File: src/clock_gen_cfg.svh
`ifndef CLOCK_GEN_CFG_SVH
`define CLOCK_GEN_CFG_SVH

// ----------------------------------------------------------------
// register offsets (byte addresses)
// ----------------------------------------------------------------
`define OFS_CTRL_ONE 8'h00
`define OFS_CTRL_TWO 8'h04
`define OFS_TRIM 8'h08
`define OFS_STATUS_CTRL 8'h0c
`define OFS_CTRL_THREE 8'h10

// ----------------------------------------------------------------
// reset values
// ----------------------------------------------------------------
`define RST_CTRL_ONE 8'h04
`define RST_CTRL_TWO 8'h00
`define RST_TRIM 8'h80
`define RST_CTRL_THREE 8'h01

// ----------------------------------------------------------------
// field positions
// ----------------------------------------------------------------
`define CLK_SRC_HI 7
`define CLK_SRC_LO 6
`define REF_DIV_HI 5
`define REF_DIV_LO 3
`define INT_REF_BIT 2
`define FREQ_RANGE_BIT 5
`define LOW_POWER_BIT 3
`define EXT_REF_SEL_BIT 2
`define EXT_REF_EN_BIT 1
`define LOCK_LOSS_BIT 7
`define LOCK_BIT 6
`define PLL_ST_BIT 5
`define INT_REF_ST_BIT 4
`define CLK_ST_HI 3
`define CLK_ST_LO 2
`define OSC_READY_BIT 1
`define FINE_TRIM_POS 0
`define LL_IRQ_EN_BIT 7
`define LOOP_SEL_BIT 6
`define CLK_MON_EN_BIT 5
`define MULT_HI 3
`define MULT_LO 0

// ----------------------------------------------------------------
// encodings
// ----------------------------------------------------------------
`define CS_FLL 2'h0
`define CS_IRC 2'h1
`define CS_ERC 2'h2
`define CS_PLL 2'h3
`define MULT_STEP 6'h04
`define MULT_MAX 6'h28
`define MULT_MAX_CODE 4'ha
`define MULT_RSVD_CODE 4'h0
`define FLL_FACTOR 11'h400

`endif

File: src/clock_gen_pkg.sv
package clock_gen_pkg;

  typedef enum logic [8:0] {
    ST_FLL_ENG_INT = 9'h001,
    ST_FLL_ENG_EXT = 9'h002,
    ST_FLL_BYP_INT = 9'h004,
    ST_FLL_BYP_EXT = 9'h008,
    ST_PLL_ENG_EXT = 9'h010,
    ST_PLL_BYP_EXT = 9'h020,
    ST_LP_INT = 9'h040,
    ST_LP_EXT = 9'h080,
    ST_STOP = 9'h100
  } mode_t;

endpackage : clock_gen_pkg

File: src/clock_mode_if.sv
`timescale 1ns/1ps
interface clock_mode_if;
  import clock_gen_pkg::*;

  logic [1:0] clock_source_select;
  logic internal_ref_select;
  logic loop_select;
  logic low_power;
  logic [2:0] reference_divider;
  logic stop;
  mode_t mode;

  modport ctrl (
    output clock_source_select, internal_ref_select, loop_select,
    output low_power, reference_divider, stop,
    input mode
  );
  modport fsm (
    input clock_source_select, internal_ref_select, loop_select,
    input low_power, reference_divider, stop,
    output mode
  );
endinterface : clock_mode_if

File: src/clock_gen_ctrl.sv
`timescale 1ns/1ps
`include "clock_gen_cfg.svh"
// Operation
// - osc ready sets after start-up when ext ref selected and in use.
// - osc ready clears only on ext select clear or internal mode without enable.
// - fine trim set lengthens reference period one step, clear shortens it.
// - lock-loss status with irq enable raises interrupt; enable clear raises none.
// - loop select 0 picks fll, pll off; 1 picks pll, fll off.
// - monitor enable gives reset request on external clock loss, else monitor off.
// - multiplier codes 1 to 10 give factors 4 to 40; 0 reserved.
// - multiplier codes 11 and above act as factor 40.
// - nine mode states with only the allowed transitions.
// - reset leaves the block in fll engaged internal mode.
// - fll internal mode on source 00, internal ref, fll, divider 000.
// - fll internal routes fll to main and debug clocks, pll off.
// - fll external on source 00, external ref, fll; software sets divider.
// - fll external routes fll to main and debug clocks, pll off.
// - status codes: 00 fll, 01 internal, 10 external, 11 pll; source 00 picks fll or pll, 01 and 10 as status, 11 matches no mode.
// - lock-loss status sticky, set on lock lost, cleared by write one.
module clock_gen_ctrl import clock_gen_pkg::*; #(
  parameter int ADDR_W = 8,
  parameter int DATA_W = 32
) (
  input wire logic clk_i,
  input wire logic rst_i,
  input wire logic ce_i,
  input wire logic cyc_i,
  input wire logic stb_i,
  input wire logic we_i,
  input wire logic [ADDR_W-1:0] adr_i,
  input wire logic [DATA_W-1:0] dat_i,
  input wire logic [3:0] sel_i,
  output logic [DATA_W-1:0] dat_o,
  output logic ack_o,
  input wire logic osc_init_done_i,
  input wire logic lock_i,
  input wire logic ext_clock_lost_i,
  input wire logic stop_i,
  output logic [1:0] main_clk_sel_o,
  output logic debug_clk_fll_o,
  output logic fll_enable_o,
  output logic pll_enable_o,
  output logic ref_internal_o,
  output logic osc_enable_o,
  output logic [2:0] ref_divider_o,
  output logic [8:0] trim_o,
  output logic [5:0] pll_factor_o,
  output logic irq_o,
  output logic reset_req_o
);

  if (ADDR_W < 8 || DATA_W != 32) begin : g_bad_params
    $error("clock_gen_ctrl needs ADDR_W >= 8 and DATA_W == 32");
  end

  // ----------------------------------------------------------------
  // helpers
  // ----------------------------------------------------------------
  function automatic logic hit(input logic [ADDR_W-1:0] a, input logic [7:0] o);
    return a == ADDR_W'(o);
  endfunction : hit

  function automatic logic [5:0] mult_factor(input logic [3:0] code);
    if (code == `MULT_RSVD_CODE) return `MULT_STEP;
    if (code > `MULT_MAX_CODE) return `MULT_MAX;
    return {code, 2'b00};
  endfunction : mult_factor

  function automatic logic [1:0] clk_src(input mode_t m);
    logic [1:0] s;
    s = `CS_FLL;
    if (m inside {ST_FLL_BYP_INT, ST_LP_INT}) s = `CS_IRC;
    if (m inside {ST_FLL_BYP_EXT, ST_PLL_BYP_EXT, ST_LP_EXT}) s = `CS_ERC;
    if (m == ST_PLL_ENG_EXT) s = `CS_PLL;
    return s;
  endfunction : clk_src

  // ----------------------------------------------------------------
  // pin synchronisers
  // ----------------------------------------------------------------
  logic [2:0] meta_q;
  logic [2:0] sync_q;
  logic osc_done_s;
  logic lock_s;
  logic lost_s;

  always_ff @(posedge clk_i) begin
    if (rst_i) begin
      meta_q <= 3'h0;
      sync_q <= 3'h0;
    end else if (ce_i) begin
      meta_q <= {ext_clock_lost_i, lock_i, osc_init_done_i};
      sync_q <= meta_q;
    end
  end

  assign osc_done_s = sync_q[0];
  assign lock_s = sync_q[1];
  assign lost_s = sync_q[2];

  // ----------------------------------------------------------------
  // bus slave
  // ----------------------------------------------------------------
  logic [7:0] ctrl_one_q;
  logic [7:0] ctrl_two_q;
  logic [7:0] trim_q;
  logic [7:0] ctrl_three_q;
  logic fine_trim_q;
  logic lock_loss_q;
  logic osc_ready_q;
  logic lock_prev_q;
  logic [1:0] css_q;
  logic iref_st_q;
  logic pll_st_q;
  logic ack_q;
  logic [DATA_W-1:0] dat_q;
  logic req;
  logic wr;
  logic [7:0] rd_byte;

  assign req = cyc_i && stb_i;
  // writes land on the edge where the master samples ack
  assign wr = req && we_i && ack_q && sel_i[0];

  always_comb begin
    rd_byte = 8'h00;
    if (hit(adr_i, `OFS_CTRL_ONE)) rd_byte = ctrl_one_q;
    else if (hit(adr_i, `OFS_CTRL_TWO)) rd_byte = ctrl_two_q;
    else if (hit(adr_i, `OFS_TRIM)) rd_byte = trim_q;
    else if (hit(adr_i, `OFS_CTRL_THREE)) rd_byte = ctrl_three_q;
    else if (hit(adr_i, `OFS_STATUS_CTRL)) begin
      rd_byte[`LOCK_LOSS_BIT] = lock_loss_q;
      rd_byte[`LOCK_BIT] = lock_prev_q;
      rd_byte[`PLL_ST_BIT] = pll_st_q;
      rd_byte[`INT_REF_ST_BIT] = iref_st_q;
      rd_byte[`CLK_ST_HI:`CLK_ST_LO] = css_q;
      rd_byte[`OSC_READY_BIT] = osc_ready_q;
      rd_byte[`FINE_TRIM_POS] = fine_trim_q;
    end
  end

  // unmapped addresses still ack, reading zero and dropping writes
  always_ff @(posedge clk_i) begin
    if (rst_i) begin
      ack_q <= 1'b0;
      dat_q <= '0;
    end else if (ce_i) begin
      ack_q <= req && !ack_q;
      if (req && !ack_q) dat_q <= {24'h0, rd_byte};
    end
  end

  // ----------------------------------------------------------------
  // control registers
  // ----------------------------------------------------------------
  always_ff @(posedge clk_i) begin
    if (rst_i) begin
      ctrl_one_q <= `RST_CTRL_ONE;
      ctrl_two_q <= `RST_CTRL_TWO;
      trim_q <= `RST_TRIM;
      ctrl_three_q <= `RST_CTRL_THREE;
      fine_trim_q <= 1'b0;
    end else if (ce_i && wr) begin
      if (hit(adr_i, `OFS_CTRL_ONE)) ctrl_one_q <= dat_i[7:0];
      if (hit(adr_i, `OFS_CTRL_TWO)) ctrl_two_q <= dat_i[7:0];
      if (hit(adr_i, `OFS_TRIM)) trim_q <= dat_i[7:0];
      if (hit(adr_i, `OFS_CTRL_THREE)) ctrl_three_q <= dat_i[7:0];
      if (hit(adr_i, `OFS_STATUS_CTRL)) fine_trim_q <= dat_i[`FINE_TRIM_POS];
    end
  end

  logic ext_sel;
  logic ext_en;
  logic loop_sel;
  logic ll_irq_en;
  logic clk_mon_en;

  assign ext_sel = ctrl_two_q[`EXT_REF_SEL_BIT];
  assign ext_en = ctrl_two_q[`EXT_REF_EN_BIT];
  assign loop_sel = ctrl_three_q[`LOOP_SEL_BIT];
  assign ll_irq_en = ctrl_three_q[`LL_IRQ_EN_BIT];
  assign clk_mon_en = ctrl_three_q[`CLK_MON_EN_BIT];

  // ----------------------------------------------------------------
  // mode machine
  // ----------------------------------------------------------------
  clock_mode_if mif ();
  mode_t mode;

  assign mif.clock_source_select = ctrl_one_q[`CLK_SRC_HI:`CLK_SRC_LO];
  assign mif.internal_ref_select = ctrl_one_q[`INT_REF_BIT];
  assign mif.reference_divider = ctrl_one_q[`REF_DIV_HI:`REF_DIV_LO];
  assign mif.loop_select = loop_sel;
  assign mif.low_power = ctrl_two_q[`LOW_POWER_BIT];
  assign mif.stop = stop_i;
  assign mode = mif.mode;

  clock_mode_fsm u_mode_fsm (
    .clk_i(clk_i),
    .rst_i(rst_i),
    .ce_i(ce_i),
    .mif(mif)
  );

  logic ext_mode;
  logic int_mode;
  logic fll_mode;
  logic fll_en_d;
  logic pll_en_d;

  assign ext_mode = mode inside {ST_FLL_ENG_EXT, ST_FLL_BYP_EXT, ST_PLL_ENG_EXT, ST_PLL_BYP_EXT,
                                 ST_LP_EXT};
  assign int_mode = mode inside {ST_FLL_ENG_INT, ST_FLL_BYP_INT, ST_LP_INT};
  assign fll_mode = mode inside {ST_FLL_ENG_INT, ST_FLL_ENG_EXT, ST_FLL_BYP_INT, ST_FLL_BYP_EXT};
  assign fll_en_d = !loop_sel && fll_mode;
  assign pll_en_d = loop_sel && mode inside {ST_PLL_ENG_EXT, ST_PLL_BYP_EXT};

  // ----------------------------------------------------------------
  // oscillator ready and lock loss
  // ----------------------------------------------------------------
  logic osc_set;
  logic osc_clr;
  logic lock_loss_set;
  logic lock_loss_clr;

  assign osc_set = ext_sel && (ext_en || ext_mode) && osc_done_s;
  assign osc_clr = !ext_sel || (int_mode && !ext_en);
  // lock is only watched while a loop runs, so low-power entry is no loss
  assign lock_loss_set = lock_prev_q && !lock_s && (fll_en_d || pll_en_d);
  assign lock_loss_clr = wr && hit(adr_i, `OFS_STATUS_CTRL) && dat_i[`LOCK_LOSS_BIT];

  always_ff @(posedge clk_i) begin
    if (rst_i) begin
      osc_ready_q <= 1'b0;
    end else if (ce_i) begin
      if (osc_set) osc_ready_q <= 1'b1;
      else if (osc_clr) osc_ready_q <= 1'b0;
    end
  end

  always_ff @(posedge clk_i) begin
    if (rst_i) begin
      lock_loss_q <= 1'b0;
      lock_prev_q <= 1'b0;
    end else if (ce_i) begin
      lock_prev_q <= lock_s && (fll_en_d || pll_en_d);
      if (lock_loss_set) lock_loss_q <= 1'b1;
      else if (lock_loss_clr) lock_loss_q <= 1'b0;
    end
  end

  // ----------------------------------------------------------------
  // status and outputs
  // ----------------------------------------------------------------
  // stop holds the last routing so the clocks stay static
  always_ff @(posedge clk_i) begin
    if (rst_i) begin
      css_q <= `CS_FLL;
      iref_st_q <= 1'b1;
      pll_st_q <= 1'b0;
      main_clk_sel_o <= `CS_FLL;
      debug_clk_fll_o <= 1'b1;
      ref_internal_o <= 1'b1;
      fll_enable_o <= 1'b0;
      pll_enable_o <= 1'b0;
      osc_enable_o <= 1'b0;
      ref_divider_o <= 3'h0;
      trim_o <= 9'h000;
      pll_factor_o <= `MULT_STEP;
      irq_o <= 1'b0;
      reset_req_o <= 1'b0;
    end else if (ce_i) begin
      if (mode != ST_STOP) begin
        css_q <= clk_src(mode);
        iref_st_q <= int_mode;
        pll_st_q <= mode inside {ST_PLL_ENG_EXT, ST_PLL_BYP_EXT};
        main_clk_sel_o <= clk_src(mode);
        debug_clk_fll_o <= fll_mode;
        ref_internal_o <= int_mode;
      end
      fll_enable_o <= fll_en_d;
      pll_enable_o <= pll_en_d;
      osc_enable_o <= ext_en || ext_mode;
      ref_divider_o <= ctrl_one_q[`REF_DIV_HI:`REF_DIV_LO];
      trim_o <= {trim_q, fine_trim_q};
      pll_factor_o <= mult_factor(ctrl_three_q[`MULT_HI:`MULT_LO]);
      irq_o <= ll_irq_en && lock_loss_q;
      reset_req_o <= clk_mon_en && lost_s;
    end
  end

  assign ack_o = ack_q;
  assign dat_o = dat_q;
endmodule : clock_gen_ctrl

File: src/clock_mode_fsm.sv
`timescale 1ns/1ps
`include "clock_gen_cfg.svh"
module clock_mode_fsm import clock_gen_pkg::*; (
  input wire logic clk_i,
  input wire logic rst_i,
  input wire logic ce_i,
  clock_mode_if.fsm mif
);

  // ----------------------------------------------------------------
  // decode of the requested mode
  // ----------------------------------------------------------------
  // settings that match no mode leave the current one in place
  function automatic mode_t target_mode(input logic [1:0] cs, input logic int_ref,
                                        input logic pll_sel, input logic lp,
                                        input logic [2:0] div, input mode_t cur);
    mode_t m;
    m = cur;
    case (cs)
      `CS_FLL: begin
        if (int_ref && !pll_sel && div == 3'h0) m = ST_FLL_ENG_INT;
        else if (!int_ref) m = pll_sel ? ST_PLL_ENG_EXT : ST_FLL_ENG_EXT;
      end
      `CS_IRC: if (int_ref && !pll_sel) m = lp ? ST_LP_INT : ST_FLL_BYP_INT;
      `CS_ERC: if (!int_ref) m = lp ? ST_LP_EXT : (pll_sel ? ST_PLL_BYP_EXT : ST_FLL_BYP_EXT);
      default: m = cur;
    endcase
    return m;
  endfunction : target_mode

  function automatic logic legal_step(input mode_t from, input mode_t to);
    logic ok;
    ok = 1'b0;
    case (from)
      ST_FLL_ENG_INT, ST_FLL_ENG_EXT: ok = to inside {ST_FLL_ENG_INT, ST_FLL_ENG_EXT,
                                                     ST_FLL_BYP_INT, ST_FLL_BYP_EXT};
      ST_FLL_BYP_INT: ok = to inside {ST_FLL_ENG_INT, ST_FLL_ENG_EXT, ST_FLL_BYP_EXT, ST_LP_INT};
      ST_FLL_BYP_EXT: ok = to inside {ST_FLL_ENG_INT, ST_FLL_ENG_EXT, ST_FLL_BYP_INT,
                                      ST_PLL_BYP_EXT, ST_LP_EXT};
      ST_PLL_BYP_EXT: ok = to inside {ST_FLL_BYP_EXT, ST_PLL_ENG_EXT, ST_LP_EXT};
      ST_PLL_ENG_EXT: ok = (to == ST_PLL_BYP_EXT);
      ST_LP_INT: ok = (to == ST_FLL_BYP_INT);
      ST_LP_EXT: ok = to inside {ST_FLL_BYP_EXT, ST_PLL_BYP_EXT};
      default: ok = 1'b0;
    endcase
    return ok || from == to;
  endfunction : legal_step

  // ----------------------------------------------------------------
  // state
  // ----------------------------------------------------------------
  mode_t mode_q;
  mode_t resume_q;
  mode_t tgt;

  assign tgt = target_mode(mif.clock_source_select, mif.internal_ref_select,
                           mif.loop_select, mif.low_power,
                           mif.reference_divider, mode_q);
  assign mif.mode = mode_q;

  // a jump that skips a step holds the mode; software walks the path
  always_ff @(posedge clk_i) begin
    if (rst_i) begin
      mode_q <= ST_FLL_ENG_INT;
      resume_q <= ST_FLL_ENG_INT;
    end else if (ce_i) begin
      case (mode_q)
        ST_STOP: if (!mif.stop) mode_q <= resume_q;
        default: begin
          if (mif.stop) begin
            resume_q <= mode_q;
            mode_q <= ST_STOP;
          end else if (legal_step(mode_q, tgt)) begin
            mode_q <= tgt;
          end
        end
      endcase
    end
  end
endmodule : clock_mode_fsm

File: config.mk
export PLATFORM = sky130hd
export DESIGN_NAME = clock_gen_ctrl
export DESIGN_NICKNAME = d
export VERILOG_FILES = /design/src/clock_gen_pkg.sv /design/src/clock_mode_if.sv /design/src/clock_gen_ctrl.sv /design/src/clock_mode_fsm.sv
export VERILOG_INCLUDE_DIRS = /design/src /design/src/src
export SDC_FILE = /design/constraint.sdc
export NUM_CORES = 1
export LEC_CHECK = 0
export BUFFER_PORTS_ARGS = -buffer_cell sky130_fd_sc_hd__buf_2
export CAP_MARGIN = 20
export CORE_UTILIZATION = 32
export CTS_BUF_LIST = sky130_fd_sc_hd__clkbuf_2
export CTS_CLUSTER_DIAMETER = 100
export CTS_CLUSTER_SIZE = 24
export DETAILED_ROUTE_END_ITERATION = 16
export SLEW_MARGIN = 20
export SYNTH_ARGS = -nofsm -noshare
export SYNTH_HDL_FRONTEND = slang
export SYNTH_SLANG_ARGS = --single-unit
File: constraint.sdc
create_clock -name clk_i -period 3.1 [get_ports clk_i]
set_input_delay 0.31 -clock clk_i [delete_from_list [all_inputs] [get_ports clk_i]]
set_output_delay 0.31 -clock clk_i [all_outputs]
set_load 0.01 [all_outputs]
-- After elaboration in Yosys (flattened, before gate mapping)
Cells that the tools add are included.
Widths: inputs -> output; s select.
- flip-flop bits (word level): 97
- input bits: 54
- output and inout port bits: 60
- word-level logic and storage cells: 153
- $lt $le $gt $ge: 1
- equal/unequal tests: 25
- mux-type cells: 41
- bitwise operators: 1
- reductions and logical operators: 59
- operator list (cell ; count):
    $mux 9 ; 9
    $mux 8 ; 5
    $mux 6 ; 5
    $pmux 9 s3 ; 1
    $reduce_and 2->1 ; 11
    $logic_and 1x1->1 ; 20
    $eq 9x1->1 const B ; 2
    $eq 9x2->1 const B ; 2
    $eq 9x3->1 const B ; 2
    $eq 9x4->1 const B ; 2
    $eq 9x5->1 const B ; 2
    $eq 9x6->1 const B ; 2
    $eq 9x7->1 const B ; 2
    $eq 9x8->1 const B ; 2
    $eq 8x4->1 const B ; 2
    $mux 1 ; 16
    $reduce_bool 3->1 ; 4
    $reduce_bool 4->1 ; 3
    $reduce_bool 2->1 ; 5
    $reduce_bool 5->1 ; 2
    $eq 9x9->1 ; 1
    $eq 9x9->1 const B ; 1
    $ne 9x9->1 const B ; 1
    $eq 8x3->1 const B ; 1
    other kinds (16) ; 24

-- Depth between registers and ports, before layout
Gate-level depths: netlist of run 1.
- depth in word-level cells: 16
- depth in mapped cells: 10
- gate-level depth less buffers: 8

-- Cells and area by module
Synthesis of run 1 repeated with hierarchy kept, for this count alone.
- cells, all modules: 642
- area total of the unflattened synthesis: 5371.4 um^2
- by module, submodules not included (module ; instances ; cells each ; area an instance (um^2) ; sequential area each (um^2)):
    clock_gen_ctrl ; 1 ; 419 ; 3727.3 ; 1541.5
    clock_mode_fsm ; 1 ; 223 ; 1644.1 ; 360.3

-- Least setup slack after synthesis of run 1
Ideal clock, no wire load.
- kind: register -> register
- start point: register ctrl_three_q[6]
- end point: register u_mode_fsm.mode_q[0], in the netlist u_mode_fsm.mif.mode[0]
- data arrival time: 2133 ps
- data required time: 3028 ps
- setup slack: 895 ps
- stages on the path, launching flop included: 10
- buffers on the path: 1
- clock period less this slack: 2205 ps
- cells stage by stage: dfxtp_1 -> buf_6 -> nor4_4 -> nor3_1 -> a221o_1 -> a2bb2oi_1 -> and4b_1 -> o2111ai_2 -> o21ai_4 -> mux2i_1
- cells in the longest elaborated chain, start to end: 15
- ends and longest elaborated chain (what ; line ; source):
    start: declaration ; clock_gen_ctrl.sv:107 ; logic [7:0] ctrl_three_q;
    start signal: assignment ; clock_gen_ctrl.sv:161 ; ctrl_three_q <= `RST_CTRL_THREE;
    start signal: assignment ; clock_gen_ctrl.sv:167 ; if (hit(adr_i, `OFS_CTRL_THREE)) ctrl_three_q <= dat_i[7:0];
    $logic_not 1->1 ; clock_mode_fsm.sv:21, clock_mode_fsm.sv:24 ;
    $logic_and 1x1->1 ; clock_mode_fsm.sv:21, clock_mode_fsm.sv:24 ;
    $logic_and 1x1->1 ; clock_mode_fsm.sv:21 ; if (int_ref && !pll_sel && div == 3'h0) m = ST_FLL_ENG_INT;
    $mux 9 ; clock_mode_fsm.sv:21 ;
    $pmux 9 s3 * ; clock_mode_fsm.sv:19 ; case (cs)
    $eq 9x1->1 (tied with other cells) ; clock_mode_fsm.sv:35, clock_mode_fsm.sv:37, clock_mode_fsm.sv:38 ;
    $reduce_bool 5->1 (tied with other cells) ; clock_mode_fsm.sv:38 ; ST_FLL_BYP_EXT: ok = to inside {ST_FLL_ENG_INT, ST_FLL_ENG_EXT, ST_FLL_BYP_INT,
    $pmux 1 s7 ; clock_mode_fsm.sv:34 ; case (from)
    $mux 1 ; clock_mode_fsm.sv:70 ; if (mif.stop) begin
    $mux 1 ; clock_mode_fsm.sv:67 ; case (mode_q)
    $mux 1 ; clock_mode_fsm.sv:66 ; end else if (ce_i) begin
    $mux 1 ; clock_mode_fsm.sv:63 ; if (rst_i) begin
    $logic_or 1x1->1 ; clock_mode_fsm.sv:46 ; return ok || from == to;
    $reduce_bool 3->1 (no line) ; n/a ;
    $reduce_and 2->1 (no line) ; n/a ;
    end signal: assignment ; clock_mode_fsm.sv:68 ; ST_STOP: if (!mif.stop) mode_q <= resume_q;
    end signal: assignment ; clock_mode_fsm.sv:74 ; mode_q <= tgt;
    end: declaration ; clock_mode_fsm.sv:52 ; mode_t mode_q;
Mark *: on every way between the ends. The rest lies on a longest branch, timed or not. The select of a mux whose other input is x is not followed.
A chain may end at the register's enable or synchronous reset.

-- Worst setup path after layout of run 1
- start point: register ctrl_one_q[7]
- end point: register u_mode_fsm.mode_q[0], in the netlist u_mode_fsm.mif.mode[0]
- cells in the longest elaborated chain, start to end: 12
- ends and longest elaborated chain (what ; line ; source):
    start: declaration ; clock_gen_ctrl.sv:104 ; logic [7:0] ctrl_one_q;
    start signal: assignment ; clock_gen_ctrl.sv:158 ; ctrl_one_q <= `RST_CTRL_ONE;
    start signal: assignment ; clock_gen_ctrl.sv:164 ; if (hit(adr_i, `OFS_CTRL_ONE)) ctrl_one_q <= dat_i[7:0];
    $eq 2x2->1 (tied with other cells) ; clock_mode_fsm.sv:19 ;
    $pmux 9 s3 * ; clock_mode_fsm.sv:19 ;
    $eq 9x1->1 (tied with other cells) ; clock_mode_fsm.sv:35, clock_mode_fsm.sv:37, clock_mode_fsm.sv:38 ;
    $reduce_bool 5->1 (tied with other cells) ; clock_mode_fsm.sv:38 ;
    $pmux 1 s7 ; clock_mode_fsm.sv:34 ;
    $mux 1 ; clock_mode_fsm.sv:70 ;
    $mux 1 ; clock_mode_fsm.sv:67 ;
    $mux 1 ; clock_mode_fsm.sv:66 ;
    $mux 1 ; clock_mode_fsm.sv:63 ;
    $logic_or 1x1->1 ; clock_mode_fsm.sv:46 ;
    $reduce_bool 3->1 (no line) ; n/a ;
    $reduce_and 2->1 (no line) ; n/a ;
Marked as above.

==> results.toml, run 1 <==
[outcome]
status = "complete, no violations"

[die]
core_area_um2 = 15430
die_y_um = 128.4
die_area_um2 = 16490
die_w_um = 128.4
rows = 45
ios = 114
start_util_pct = 33.15

[clock_network]
root_buffer = "clkbuf_2"
clkSlewWorstSetupHoldPaths_ps = 280
cts_buffer_depth = 2
cts_resized = 0
clock_latency_ps = 590
cts_hold_buf = 10
postCtsSetupBuffers = 0
htreeDepth = 3
cts.sinks = 95
cts_buffers = 9
cts_tree = "built"

[worst_setup_path]
rr_startpoint = "ctrl_one_q[7]"
start_kind = "flop"
endpoint_kind = "flop"
worst_path_largest_cell_delay_ps = 830
cp_max_fo = 20
worst_ep_required_time_ps = 3640
crit_cells = 6
regToRegSetupSlack_ps = 270
ff2ff_path_depth = 6
critPathLaunch = "ctrl_one_q[7]"
endpoint = "u_mode_fsm.mif.mode[0]"
crit_path_top_delay_cell = "dfxtp_1"
path_cells = "and4bb_2, or4_1, a31oi_1, o2111ai_2, o21ai_4, mux2i_1"
arrival_ps = 3360
rr_endpoint = "u_mode_fsm.mif.mode[0]"
crit_family = "simple AND/OR/NAND/NOR gates"
crit_type = "reg -> reg"
path_buf_inv = 0

[synthesis]
yosys_warnings = 0
syn-mean-instance-area_um2 = 8.413
synth_edf_count = 0
yosysTopAreaCell = "dfxtp_1"
synth_area_leaders = "dfxtp_1, mux2i_1, nor2_1"
seq_area_frac_synth_pct = 37.18
synth-seq-cells = 95
synth_top_area_share_pct = 37.18
synth_flop_cell = "dfxtp_1"
syn_inst = 608
synth.distinct_cells = 69
synthesis.area_um2 = 5115
synthArstFlopShare_pct = 0
synth_most_common_cell = "dfxtp_1"
yosys-top-cells-count = "dfxtp_1, nor2_1, mux2i_1, nand2_1, a21oi_1"

[pwr]
pwr-share-clk_pct = 30.6
leakage_nw = 2.395
combPwrFrac_pct = 10.4
power.density_nw_per_um2 = 370.4
p_int_mw = 1.528
switchingPower_mw = 0.6138
ir_drop_mv = 0.1853
seqPwrFrac_pct = 59.0
p_sw_share_pct = 28.66

[global_route]
grt_pass1_vias = 4096
grt_overflow = 0
globalRoute.busiestLayer = "met2"
use_met2_pct = 28.62
grt_pass1_wl_um = 21850
grtUsageMet3_pct = 2.121
grtUsageMet1_pct = 22.10
grt_max_degree = 41
track_usage_pct = 16.96
antenna_found_initial = 0

[finish]
nFillCells = 1621
num_antenna_cells = 0
layout-drive-gt1-share_pct = 18.42
syn_to_final_growth_pct = 13.06
final_net_count = 722

[timing]
finalSetupViolations = 0
fin_crit_sh_pct = 91.23
fmax_ghz = 0.3536
slew-limit-headroom_pct = 44.17
clock_skew_ps = 42.54
fin_ws_ps = 271.9
tns_ps = 0
max_slew.worst_pin.slew_ps = 834.4
finalMaxSlewViolations = 0
hold_violations = 0
rsz0062_at_grt = "false"
post-route-min-period_ps = 2828

[routing]
drt_iter0_drc = 264
vias = 4446
vias_per_cell = 5.029
postRouteWirelength_um = 13540
post-route-drc-count = 0
ant_nets = 0
first_pass_iters = 5
wl_per_cell_um = 15.31

[placed_design]
dp_hpwl_um = 9782
place_ws_ps = 331.5
portBuffers = 60
place_congestion = 0.8766

[min_path]
hold_class = "in -> reg"
hold_path_depth = 3

[job]
drv_cap = 0
-- area by class of cell --
class	instances	area, um2	area share [%]
Clock inverter	7	78.83	1.363
Clock buffer	9	45.04	0.7789
Tap cell	211	264.0	4.565
Inverter	13	48.80	0.8438
Multi-Input combinational cell	458	2884	49.87
Timing Repair Buffer	91	560.5	9.693
Sequential cell	95	1902	32.89
-- layer usage --
layer | routed length, um | part of all wire, % | vias to the layer above
met5 | 0 | 0 | -
met4 | 223 | 1.6 | 0
met3 | 563 | 4.2 | 14
met2 | 6414 | 47 | 140
met1 | 6335 | 47 | 2079
li1 | - | - | 2213
-- cell usage in the layout, fill, tap and decap left out, drive strengths merged, types with 13 or more instances in the layout --
cell type,synthesis,layout
a21oi,37,37
buf,39,80
conb,1,26
dfxtp,95,95
inv,12,15
mux2i,75,75
nand2,43,43
nand2b,15,15
nand3,21,21
nor2,92,92
o211ai,13,13
o21ai,26,26
-- cell families (layout without fill, tap and decap cells) --
kind of cell              Yosys count  after routing  synth area share [%]
muxes                              76             76                 14.90
AOI/OAI and AO/OA                 120            120                 15.66
xor gates and xnor gates            6              6                 1.027
other                               1             26               0.07332
DFF                                95             95                 37.18
buffers and inverters              80            120                 8.268
and+or+nand+nor                   230            230                 22.90
-- through the flow --
stage          hold WS [ps]  instances  power (mW)  util [%]  cell area, um2
2_1_floorplan         427.9        633       1.447         -            5209
3_3_place_gp          439.6        857       1.496     35.97            5549
3_5_place_dp          448.2        857       1.497     35.97            5549
4_1_cts               3.005        883       2.159     37.42            5773
5_1_grt               22.00        884       2.242     37.49            5783
6_report              87.15        884       2.142     37.49            5783
-- state kept, by name, summed over array words and instances (netlist names), 8 cells and up --
signal / count
ctrl_one_q: 8
ctrl_three_q: 8
ctrl_two_q: 8
dat_o: 8
trim_o: 9
trim_q: 8
u_mode_fsm.mif.mode: 9
u_mode_fsm.resume_q: 9
-- power by group through the flow --
stage | registers (mW) | clock network (mW) | logic (mW)
6_report | 1.26 | 0.655 | 0.223
5_1_grt | 1.27 | 0.728 | 0.246
4_1_cts | 1.26 | 0.673 | 0.222
3_5_place_dp | 1.29 | 0 | 0.211
3_3_place_gp | 1.29 | 0 | 0.210
2_1_floorplan | 1.29 | 0 | 0.162
-- worst reg2reg max path, stage by stage, from the launching register on --
cell	delay, ps
dfxtp_1	830
and4bb_2	330
or4_1	590
a31oi_1	250
o2111ai_2	200
o21ai_4	370
mux2i_1	230
-- worst min-delay path by stage --
stage	endpoint	slack, ps	from
2_1_floorplan	ctrl_one_q[2]	430	dat_i[2]
3_3_place_gp	u_mode_fsm.resume_q[7]	440	u_mode_fsm.resume_q[7]
3_5_place_dp	u_mode_fsm.resume_q[4]	450	u_mode_fsm.resume_q[4]
4_1_cts	ctrl_three_q[3]	3	dat_i[3]
5_1_grt	u_mode_fsm.resume_q[7]	20	stop_i
6_report	u_mode_fsm.resume_q[4]	90	stop_i
Note: power is estimated with default switching activity, not from simulation.
==> inputs of run 2 (changes only) <==
==> constraint.sdc (replaced) <==
create_clock -name clk_i -period 3.1 [get_ports clk_i]
set_input_delay 0.155 -clock clk_i [delete_from_list [all_inputs] [get_ports clk_i]]
set_output_delay 0.155 -clock clk_i [all_outputs]
set_load 0.01 [all_outputs]
==> run 2 against run 1 <==
Total power up 6.1%. Hold slack worse by 41 ps. Fmax up 3.2%. Flip-flop and latch count unchanged. Combinational power about the same.
==> results.toml, run 2 (same netlist as run 1, synthesis figures left out) <==
[pwr]
leakage_nw = 2.428
ir_drop_mv = 0.2377
pwr-share-clk_pct = 34.6
combPwrFrac_pct = 9.7
seqPwrFrac_pct = 55.6
p_int_mw = 1.683
switchingPower_mw = 0.5897
power.density_nw_per_um2 = 389.1
p_sw_share_pct = 25.95

[job]
drv_cap = 0

[min_path]
hold_class = "in -> reg"
hold_path_depth = 2

[worst_setup_path]
path_buf_inv = 0
rr_endpoint = "u_mode_fsm.mif.mode[6]"
worst_path_largest_cell_delay_ps = 750
crit_cells = 8
path_cells = "or3b_2, o22ai_1, a32oi_1, a2bb2oi_1, and4b_1, o2111ai_2, o21ai_4, mux2i_1"
endpoint = "u_mode_fsm.mif.mode[6]"
cp_max_fo = 14
endpoint_kind = "flop"
crit_family = "compound AO/OA/AOI/OAI gates"
rr_startpoint = "ctrl_three_q[6]"
crit_type = "reg -> reg"
crit_path_top_delay_cell = "dfxtp_1"
ff2ff_path_depth = 8
regToRegSetupSlack_ps = 360
critPathLaunch = "ctrl_three_q[6]"
start_kind = "flop"
arrival_ps = 3260
worst_ep_required_time_ps = 3620

[die]
ios = 114
start_util_pct = 33.15
die_w_um = 128.4
die_y_um = 128.4
die_area_um2 = 16490
core_area_um2 = 15430
rows = 45

[finish]
multi_input_area_um2 = 2884
utilization_pct = 37.85
syn_to_final_growth_pct = 14.16
nFillCells = 1627
layout-drive-gt1-share_pct = 18.28
final_common_cell = "dfxtp_1"
final_net_count = 722
area.sequential_um2 = 1902
layout_common_cells = "dfxtp_1, nor2_1, mux2i_1"

[routing]
vias = 4429
first_pass_iters = 5
ant_nets = 0
post-route-drc-count = 0
wl_per_cell_um = 15.27
drt_iter0_drc = 234
vias_per_cell = 5.005
postRouteWirelength_um = 13510

[clock_network]
htreeDepth = 3
root_buffer = "clkbuf_2"
cts_tree = "built"
cts_buffers = 9
cts_resized = 0
clkSlewWorstSetupHoldPaths_ps = 260
clock_latency_ps = 580
cts_buffer_depth = 2
cts.sinks = 95

[timing]
tns_ps = 0
max_slew.worst_pin.slew_ps = 816.3
slew-limit-headroom_pct = 45.38
finalSetupViolations = 0
rsz0062_at_grt = "false"
post-route-min-period_ps = 2741
hold_violations = 0
fmax_ghz = 0.3648
finalMaxSlewViolations = 0
fin_crit_sh_pct = 88.43
clock_skew_ps = 32.94

[global_route]
track_usage_pct = 16.68
antenna_found_initial = 1
grt_overflow = 0
grt_pass1_wl_um = 21500
grt_pass1_vias = 3985
grt_max_degree = 70

[outcome]
status = "complete, no violations"

[placed_design]
dp_hpwl_um = 9567
portBuffers = 60
place_congestion = 0.8935
-- run 2: worst min-delay path by stage --
| stage | startpoint | to |
|---|---|---|
| detailed placement | ext_clock_lost_i | meta_q[2] |
| global route | rst_i | meta_q[2] |
| floorplan | dat_i[2] | ctrl_one_q[2] |
| finish | rst_i | sync_q[2] |
| global placement | ext_clock_lost_i | meta_q[2] |
| CTS | rst_i | sync_q[2] |
-- run 2: repair_timing --
action                    CTS  global route
buffers inserted            0             0
hold buffers               12             0
hold endpoints to repair   46             0
-- run 2: power by group through the flow --
stage	sequential, mW	clock, mW	combinational (mW)
6_report	1.26	0.787	0.221
5_1_grt	1.27	0.865	0.244
4_1_cts	1.26	0.805	0.222
3_5_place_dp	1.29	0	0.210
3_3_place_gp	1.29	0	0.209
2_1_floorplan	1.29	0	0.162
-- run 2: final cells by class --
| type | instances | area share (%) |
|---|---|---|
| sequential | 95 | 32.57 |
| antenna | 1 | 0.04285 |
| clock inverter | 7 | 2.014 |
| tap | 211 | 4.521 |
| timing repair buffer | 91 | 9.856 |
| multi-input combinational | 458 | 49.39 |
| clock buffer | 9 | 0.7714 |
| inverter | 13 | 0.8357 |
-- run 2: layer usage --
| layer | part of all wire (%) | wire length [um] | up-vias | GRT usage (%) |
|---|---|---|---|---|
| met5 | 0 | 0 | - | 0 |
| met4 | 1.5 | 196 | 0 | 4.706 |
| met3 | 5.2 | 703 | 13 | 2.536 |
| met2 | 47 | 6353 | 141 | 28.01 |
| met1 | 46 | 6260 | 2059 | 22.10 |
| li1 | - | - | 2216 | - |
-- run 2: per-stage QoR --
stage | total power [mW] | instances | hold WS (ps) | area (um2) | setup WS (ps)
finish | 2.272 | 885 | 45.71 | 5839 | 358.5
CTS | 2.292 | 884 | 7.977 | 5837 | 393.0
global placement | 1.495 | 856 | 393.5 | 5554 | 443.8
floorplan | 1.447 | 633 | 272.9 | 5209 | 894.8
global route | 2.378 | 885 | 17.72 | 5839 | 106.6
detailed placement | 1.496 | 856 | 404.9 | 5554 | 419.5
==> inputs of run 3 (changes only) <==
- BUFFER_PORTS_ARGS: -buffer_cell sky130_fd_sc_hd__buf_2 -> -buffer_cell sky130_fd_sc_hd__buf_4
- CAP_MARGIN: 20 -> unset
==> run 3 against run 2 <==
Hold slack lost 33 ps. Routed wire length grew 3.5%. Die area is the same. Via count grew 2.5%. Worst setup slack lost 56 ps. Critical path depth is the same. Sequential share of layout area shrank 0.81 points. Combinational power grew 11%. Clock power shrank 23%. Cell count grew 0.68%. Count of clock-buffer cells in the layout is the same. First-iteration DRC count grew 35%. Critical endpoint is now u_mode_fsm.mif.mode[2]. Largest cell class unchanged. Largest power group unchanged.
==> results.toml, run 3 (same netlist as run 1, synthesis figures left out) <==
[worst_setup_path]
critPathLaunch = "ctrl_one_q[2]"
endpoint = "u_mode_fsm.mif.mode[2]"
regToRegSetupSlack_ps = 300
crit_type = "reg -> reg"
rr_startpoint = "ctrl_one_q[2]"
worst_ep_required_time_ps = 3690
arrival_ps = 3390
start_kind = "flop"
endpoint_kind = "flop"
rr_endpoint = "u_mode_fsm.mif.mode[2]"
cp_max_fo = 17
ff2ff_path_depth = 8

[finish]
layout-drive-gt1-share_pct = 17.82
layout_common_cells = "dfxtp_1, nor2_1, buf_4"
stdcell_count = 891
final_common_cell = "dfxtp_1"
final_net_count = 728
syn_to_final_growth_pct = 17.07
design_area_um2 = 5988
utilization_pct = 38.82

[die]
rows = 45
start_util_pct = 33.15
ios = 114
die_area_um2 = 16490
die_y_um = 128.4
die_w_um = 128.4
core_area_um2 = 15430

[global_route]
grt_pass1_wl_um = 22250
grtUsageMet3_pct = 2.121
globalRoute.busiestLayer = "met2"
grt_overflow = 0
use_met2_pct = 29.57
track_usage_pct = 17.40
grtUsageMet1_pct = 22.43
grt_pass1_vias = 4155
antenna_found_initial = 1
grt_max_degree = 53

[clock_network]
cts_buffer_depth = 2
cts_tree = "built"
root_buffer = "clkbuf_2"
htreeDepth = 3
cts_buffers = 9
cts.sinks = 95
clock_latency_ps = 650
clkSlewWorstSetupHoldPaths_ps = 290
postCtsSetupBuffers = 0

[placed_design]
portBuffers = 60
dp_hpwl_um = 10010
place_area_um2 = 5677
dp.cells = 854
place_congestion = 0.8497

[timing]
fmax_ghz = 0.3574
max_slew.worst_pin.slew_ps = 769.5
clock_skew_ps = 28.30
slew-limit-headroom_pct = 48.32
hold_violations = 0
post-route-min-period_ps = 2798
finalSetupViolations = 0
fin_crit_sh_pct = 90.25
finalMaxSlewViolations = 0
hold_slack_ps = 12.55
tns_ps = 0
rsz0062_at_grt = "false"

[routing]
ant_nets = 0
vias = 4541
wl_per_cell_um = 15.70
vias_per_cell = 5.097
drt_iter0_drc = 316
post-route-drc-count = 0
postRouteWirelength_um = 13990
first_pass_iters = 5

[outcome]
status = "complete, no violations"

[pwr]
power.density_nw_per_um2 = 354.0
ir_drop_mv = 0.2348
leakage_nw = 2.447

[min_path]
hold_class = "in -> reg"

[job]
drv_cap = 0
run 3: final cells by class:
class | count | area (um2)
fillers | 1627 | 9439
well taps | 211 | 264.0
multi-input cells | 458 | 2884
flip-flops and latches | 95 | 1902
diodes | 1 | 2.502
clock inverters | 7 | 63.81
inverters | 13 | 48.80
clock buffers | 9 | 45.04
repair buffers | 97 | 778.2
run 3: repair_timing:
| action | in CTS | in global routing |
|---|---|---|
| hold buffers | 20 | 0 |
| resized for setup | 0 | 0 |
| hold endpoints to repair | 78 | 0 |
| endpoints found under the setup margin | 0 | 0 |
run 3: worst min-delay path by stage:
stage	startpoint	endpoint	slack [ps]	cells past startpoint
after floorplan	dat_i[2]	ctrl_one_q[2]	270	1
after global placement	dat_i[7]	trim_q[7]	390	2
after detailed placement	dat_i[7]	trim_q[7]	390	2
after CTS	adr_i[2]	trim_q[1]	0.7	4
after global routing	adr_i[2]	trim_q[1]	50	4
final	adr_i[2]	trim_q[1]	10	4
run 3: routing by layer:
metal	vias up	part of all wire (%)
met2	154	48
met1	2140	46
met4	0	1.8
li1	2228	-
met5	-	0
met3	19	4.3
run 3: power by group:
part           total, mW  internal, mW  switching (mW)
sequential          1.27          1.25          0.0200
clock              0.608         0.127           0.481
combinational      0.245         0.107           0.138
total               2.12          1.48           0.638
run 3: worst max-delay path, stage by stage (launching register included):
cell	delay [ps]
dfxtp_1	720
nand2b_1	240
nor3_1	390
a221o_1	370
a211oi_1	100
a21oi_1	180
o2111ai_2	160
o21ai_4	380
mux2i_1	220
run 3: through the flow:
stage / total power, mW / setup WS (ps)
3_5_place_dp: 1.513 / 384.7
5_1_grt: 2.201 / 93.12
3_3_place_gp: 1.510 / 441.1
2_1_floorplan: 1.447 / 894.8
4_1_cts: 2.138 / 331.5
6_report: 2.120 / 302.3
